**src/shared/gpp_consts.svh**
```systemverilog
// Purpose: constants of the general pin port
// Assumes: 16-bit cpu data bus, word addresses
// Notes: field positions and reset values
`ifndef GPP_CONSTS_SVH
`define GPP_CONSTS_SVH
`define GPP_CTRL_ADDR 16'h003c
`define GPP_TIMER_OUT_SELECT_BIT 15
`define GPP_DIR_HI 11
`define GPP_DIR_LO 8
`define GPP_VAL_HI 3
`define GPP_VAL_LO 0
`define GPP_NPINS 4
`define GPP_TIMER_PIN 3
`define GPP_BRANCH_PIN 2
`define GPP_RSVH_HI 14
`define GPP_RSVH_LO 12
`define GPP_RSVL_HI 7
`define GPP_RSVL_LO 4
`define GPP_RDATA_IDLE 16'h0000
`define GPP_BRANCH_RESET 1'b1
`define GPP_BRANCH_IDLE 1'b1
`define GPP_CTRL_RESET 16'h0000
`define GPP_CTRL_WMASK 16'h8f0f
`endif

```
**src/shared/gpp_pkg.sv**
```systemverilog
// Purpose: types of the general pin port
// Assumes: four pins per subsystem
// Notes: none
package gpp_pkg;
  typedef logic [15:0] gpp_word_t;
  typedef logic [3:0] gpp_pins_t;
endpackage : gpp_pkg

```
**src/hdl/gpp_port.sv**
```systemverilog
// Purpose: general pin port with timer output on pin 3
// Assumes: cpu writes/reads the control word at its data address, one-cycle strobes
// Notes: outputs registered; read data registered one cycle after read strobe
//
// Overview of operation
// - one control register at data address 0x3c governs all four pins
// - bits 11..8 give pin direction, 1 output, cleared at reset
// - an output pin drives the level in its value bit 3..0
// - an input pin reads back its pin level as delivered by the synchroniser
// - timer select bit 15 puts timer output on pin 3, readable there
// - with timer select 0, its reset value, pin 3 is ordinary
// - reserved bits 14..12 and 7..4 have no effect on pins
// - pin 2 stays general; as input it also feeds the branch condition
// - timer may reach pin 3 only while external interface select is 0
`include "gpp_consts.svh"
`timescale 1ns/10ps
`default_nettype none
module gpp_port
(
  // clock and reset
  input wire logic sys_clk,
  input wire logic rst_b,
  // cpu data bus
  input wire logic [15:0] bus_addr,
  input wire logic bus_wr,
  input wire logic bus_rd,
  input wire gpp_pkg::gpp_word_t bus_wdata,
  output logic [15:0] bus_rdata,
  // system signals
  input wire logic timer_out,
  input wire logic external_interface_select,
  output logic branch_condition_input,
  // pins
  input wire gpp_pkg::gpp_pins_t pin_in,
  output logic [3:0] pin_out,
  output logic [3:0] pin_oe
);
  import gpp_pkg::*;
  localparam gpp_word_t ctrl_reset_word = `GPP_CTRL_RESET;
  typedef struct packed
  {
    logic timer_out_select;
    gpp_pins_t pin_direction;
    gpp_pins_t pin_value;
    gpp_word_t rdata;
    gpp_pins_t out;
    gpp_pins_t oe;
    logic branch;
  } gpp_state_t;
  gpp_state_t st_reg;
  gpp_state_t st_next;
  gpp_pins_t pin_level;
  gpp_sync u_sync
  (
    .sys_clk(sys_clk),
    .rst_b(rst_b),
    .pin_raw(pin_in),
    .pin_clean(pin_level)
  );
  logic sel_hit;
  logic timer_on;
  gpp_pins_t eff_oe;
  gpp_pins_t eff_out;
  gpp_pins_t rd_val;
  assign sel_hit = (bus_addr == `GPP_CTRL_ADDR);
  assign timer_on = st_reg.timer_out_select && !external_interface_select;
  ////////////////////////////////////////////////////////////////////////
  // per-pin drive, enable and read-back value
  for (genvar g = 0; g < `GPP_NPINS; g++)
  begin : g_pin
    logic timer_here;
    // only the timer pin can be taken over, and only while external interface select is 0
    assign timer_here = timer_on && (g == `GPP_TIMER_PIN);
    assign eff_oe[g] = timer_here ? 1'b1 : st_reg.pin_direction[g];
    assign eff_out[g] = timer_here ? timer_out : st_reg.pin_value[g];
    assign rd_val[g] = eff_oe[g] ? eff_out[g] : pin_level[g];
  end
  ////////////////////////////////////////////////////////////////////////
  always_comb
  begin
    st_next = st_reg;
    if (bus_wr && sel_hit)
    begin
      st_next.timer_out_select = bus_wdata[`GPP_TIMER_OUT_SELECT_BIT];
      st_next.pin_direction = bus_wdata[`GPP_DIR_HI:`GPP_DIR_LO];
      st_next.pin_value = bus_wdata[`GPP_VAL_HI:`GPP_VAL_LO];
    end
    st_next.rdata = `GPP_RDATA_IDLE;
    if (bus_rd && sel_hit)
    begin
      st_next.rdata[`GPP_TIMER_OUT_SELECT_BIT] = st_reg.timer_out_select;
      st_next.rdata[`GPP_DIR_HI:`GPP_DIR_LO] = st_reg.pin_direction;
      st_next.rdata[`GPP_VAL_HI:`GPP_VAL_LO] = rd_val;
    end
    st_next.out = eff_out;
    st_next.oe = eff_oe;
    // branch follows pin 2 only while it is an input
    st_next.branch = st_reg.pin_direction[`GPP_BRANCH_PIN] ? `GPP_BRANCH_IDLE : pin_level[`GPP_BRANCH_PIN];
  end
  always_ff @(posedge sys_clk)
  begin
    if (!rst_b)
    begin
      st_reg <= '0;
      st_reg.timer_out_select <= ctrl_reset_word[`GPP_TIMER_OUT_SELECT_BIT];
      st_reg.pin_direction <= ctrl_reset_word[`GPP_DIR_HI:`GPP_DIR_LO];
      st_reg.pin_value <= ctrl_reset_word[`GPP_VAL_HI:`GPP_VAL_LO];
      st_reg.branch <= `GPP_BRANCH_RESET;
    end
    else
    begin
      st_reg <= st_next;
    end
  end
  assign bus_rdata = st_reg.rdata;
  assign pin_out = st_reg.out;
  assign pin_oe = st_reg.oe;
  assign branch_condition_input = st_reg.branch;

  ////////////////////////////////////////////////////////////////////////
  // every pin follows its own direction and value bits, pin 3 only while the timer is off
  for (genvar k = 0; k < `GPP_NPINS; k++)
  begin : g_pin_chk

  end
endmodule : gpp_port
`default_nettype wire

```
**src/hdl/gpp_sync.sv**
```systemverilog
// Purpose: three-stage pin synchroniser, change accepted when stages 2 and 3 agree
// Assumes: one clock, synchronous active-low reset
// Notes: stage 1 feeds only stage 2
`include "gpp_consts.svh"
`timescale 1ns/10ps
`default_nettype none
module gpp_sync
(
  // clock and reset
  input wire logic sys_clk,
  input wire logic rst_b,
  // pins
  input wire gpp_pkg::gpp_pins_t pin_raw,
  output logic [3:0] pin_clean
);
  import gpp_pkg::*;
  typedef struct packed
  {
    gpp_pins_t s1;
    gpp_pins_t s2;
    gpp_pins_t s3;
    gpp_pins_t clean;
  } gpp_sync_state_t;
  gpp_sync_state_t st_reg;
  gpp_sync_state_t st_next;
  always_comb
  begin
    st_next = st_reg;
    st_next.s1 = pin_raw;
    st_next.s2 = st_reg.s1;
    st_next.s3 = st_reg.s2;
    for (int i = 0; i < `GPP_NPINS; i++)
    begin
      if (st_reg.s2[i] == st_reg.s3[i])
      begin
        st_next.clean[i] = st_reg.s3[i];
      end
    end
  end
  always_ff @(posedge sys_clk)
  begin
    if (!rst_b)
    begin
      st_reg <= '0;
    end
    else
    begin
      st_reg <= st_next;
    end
  end
  assign pin_clean = st_reg.clean;
endmodule : gpp_sync
`default_nettype wire

```
**config.mk**
```make
export PLATFORM = sky130hd
export DESIGN_NAME = gpp_port
export DESIGN_NICKNAME = d
export VERILOG_FILES = /design/src/shared/gpp_pkg.sv /design/src/hdl/gpp_port.sv /design/src/hdl/gpp_sync.sv
export VERILOG_INCLUDE_DIRS = /design/src /design/src/shared
export SDC_FILE = /design/constraint.sdc
export NUM_CORES = 1
export LEC_CHECK = 0
export BUFFER_PORTS_ARGS = -buffer_cell sky130_fd_sc_hd__buf_2
export CAP_MARGIN = 20
export CORE_MARGIN = 4
export CORE_UTILIZATION = 50
export CTS_BUF_LIST = sky130_fd_sc_hd__clkbuf_4
export DETAILED_ROUTE_END_ITERATION = 8
export GPL_TIMING_DRIVEN = 0
export HOLD_SLACK_MARGIN = 0.02
export PLACE_DENSITY = 0.79
export SETUP_SLACK_MARGIN = 0.1
export SYNTH_ARGS = -nofsm -noshare
export SYNTH_HDL_FRONTEND = slang
export SYNTH_SLANG_ARGS = --single-unit
```
**constraint.sdc**
```tcl
create_clock -name sys_clk -period 2.8 [get_ports sys_clk]
set_clock_uncertainty 0.05 [all_clocks]
set_input_delay 0.28 -clock sys_clk [delete_from_list [all_inputs] [get_ports sys_clk]]
set_output_delay 0.28 -clock sys_clk [all_outputs]
set_load 0.01 [all_outputs]
```
==> impl_metrics.yaml <==
status:
  status: "finished clean"
synthesis:
  yosysWarningCount: 0
  yosys-top-cells-area: "dfxtp_1, buf_4, mux2i_1"
  syn_area_per_cell_sq_um: 10.1
  synth_top_area_frac: 0.538
  synth-seq-area-share: 0.538
  yosysTopAreaCell: "dfxtp_1"
  yosysUniqueCellTypes: 24
  ys_ff_latch: 43
  synth_area_sq_um: 1600
  syn_inst: 159
global_routing:
  grt.total_usage: 0.148
  grt_pass1_wl_mm: 4.60
  grt_max_degree: 14
  grt_util_met3: 0.0572
  met2_usage: 0.256
  grt-ovfl-total: 0
  grt_pass1_vias: 1095
  top_usage_layer: "met2"
  antenna_found_initial: 0
  met1_usage: 0.156
clock_tree:
  cts_buffer_depth: 2
  clockRootBuffer: "clkbuf_4"
  cts_resized: 0
  numCtsBuffers: 5
  clk_latency_ns: 0.35
  cts-hold-fix-buffers: 0
  postCtsSetupBuffers: 0
  clock_sinks: 43
  cts_tree: "done"
  clk_pin_slew_ns: 0.12
  htree_levels: 2
worst_setup_path:
  crit_type: "flip-flop to primary output"
  start_kind: "flip-flop"
  cp-end-kind: "primary output"
  crit_slowest_cell: "dfxtp_1"
  slowest_delay_ns: 0.32
  path_max_fanout: 1
  crit_required_ns: 2.47
  path_cells: "buf_4 -> buf_2"
  cp.arrival_ns: 0.92
pwr:
  p_seq_frac: 0.648
  p_int_uw: 744
  leakagePower_nw: 1.06
  clkPwrFrac: 0.293
  switching_share: 0.226
  combPwrFrac: 0.059
  pwr_density_cell_nw_per_um2: 483
  ir_worst_vdd_mv: 0.359
  p_sw_uw: 217
floorplanning:
  fp.dieW_um: 64.6
  rows: 20
  start_util: 0.524
  fp.coreArea_sq_um: 3050
  ios: 67
  dieArea_sq_um: 4170
  die_y_um: 64.6
place:
  place_inst: 261
  place_congestion: 0.808
  portBuffers: 52
  dp_hpwl_mm: 2.18
sta:
  rsz0062_at_grt: "no"
  setup_violations: 0
  hold_viol: 0
  slew_viol_final: 0
  max_freq_mhz: 803
  min_period_over_period: 0.445
  fin_setup_tns_ns: 0
  fin_crit_ns: 1.25
route:
  firstDrtPassIters: 4
  vias: 1158
  viasPerCell: 4.30
  drc: 0
  routed_wl_mm: 2.78
  wl_per_cell_um: 10.3
  drtAntennaViolNets: 0
  drtIter0Drc: 20
worst_hold_path:
  hold_path_class: "primary input to flip-flop"
finish:
  drive_gt1_frac: 0.418
  fin_nets: 266
  largest_register_ff_count: 9
  fillers: 270
  diodes: 0
  instances_no_fill: 269
  syn2layout_area_growth_pct: 24.4
run:
  cap_violations: 0
[logic make-up after synthesis]
group | share of synthesized area
flip-flops | 0.538
multiplexers | 0.0822
AO/OA/AOI/OAI | 0.0438
AND/OR/NAND/NOR | 0.196
other | 0.00235
buffers and inverters | 0.137
[synth_stat cells]
cell type	count
dfxtp_1	43
and2_1	12
a21oi_1	1
a21boi_0	5
conb_1	1
clkbuf_1	3
inv_1	6
o21ai_0	4
and4_4	1
nand3_1	1
buf_4	24
nand2_1	26
nand2_4	1
mux2i_1	12
and4bb_2	2
nor4_1	2
nor2_1	4
buf_2	1
mux2_2	1
nor2b_1	1
nand2b_1	1
and3_4	1
and2_2	5
o21a_1	1
[worst max-delay path: cells and delay by family (launching register included)]
kind     cells  cell delay [ns]
buf+inv      2             0.25
flops        1             0.32
[path summary, 6_finish.rpt]
check	slack [ns]	to	from	cells after the start
worst max-delay path	1.55	bus_rdata[8]	bus_rdata[8]	2
worst min-delay path	0.08	u_sync.st_next[11]	pin_in[3]	2
worst max register to register	1.76	bus_rdata[3]	st_reg[32]	3
worst min register to register	0.39	u_sync.st_next[6]	u_sync.st_next[10]	1
[area by class of cell]
type	count	area, sq um	share of cell area
sequential	43	861	0.433
multi-input combinational	88	542	0.272
timing repair buffer	52	260	0.131
buffer	28	196	0.0987
tap	44	55.1	0.0277
clock buffer	5	37.5	0.0189
inverter	6	22.5	0.0113
clock inverter	3	15.0	0.00755
[power groups by stage]
| stage | Clock, mW | Sequential [mW] | Combinational [mW] |
|---|---|---|---|
| after global placement | 0 | 0.635 | 0.0563 |
| final | 0.281 | 0.622 | 0.0571 |
| after detailed placement | 0 | 0.636 | 0.0574 |
| after global routing | 0.321 | 0.623 | 0.0652 |
| after floorplan | 0 | 0.635 | 0.0282 |
| after CTS | 0.291 | 0.622 | 0.0576 |
[metal layers]
metal,share of wire,wire length [um]
met1,0.42,1160
met2,0.51,1410
met3,0.057,158
met4,0.020,55
met5,0,0
[per-stage QoR]
step	setup slack, ns	cell area, sq um	util	power [mW]	hold WS, ns
after global placement	1.34	1940	0.634	0.692	0.364
after detailed placement	1.28	1940	0.634	0.693	0.372
final	1.55	1990	0.652	0.961	0.0803
after global routing	1.49	1990	0.652	1.01	0.0579
after CTS	1.54	1990	0.652	0.971	0.0643
after floorplan	1.58	1620	-	0.664	0.357
[cells in the final DEF (no fill, tap or decap)]
cell	netlist	final
a21oi_1	1	1
nor4_1	2	2
o21ai_0	4	4
nand2_4	1	1
nand3_1	1	1
mux2i_1	12	12
clkinvlp_4	0	1
dfxtp_1	43	43
and4bb_2	2	2
o21a_1	1	1
buf_4	24	24
a21boi_0	5	5
nor2_1	4	4
clkbuf_4	0	5
buf_2	1	53
clkbuf_1	3	3
and2_1	12	12
and2_2	5	5
clkinv_1	0	2
and4_4	1	1
conb_1	1	7
nor2b_1	1	1
nand2_1	26	26
mux2_2	1	1
and3_4	1	1
inv_1	6	6
nand2b_1	1	1
Power figures use the tool's default switching activity.
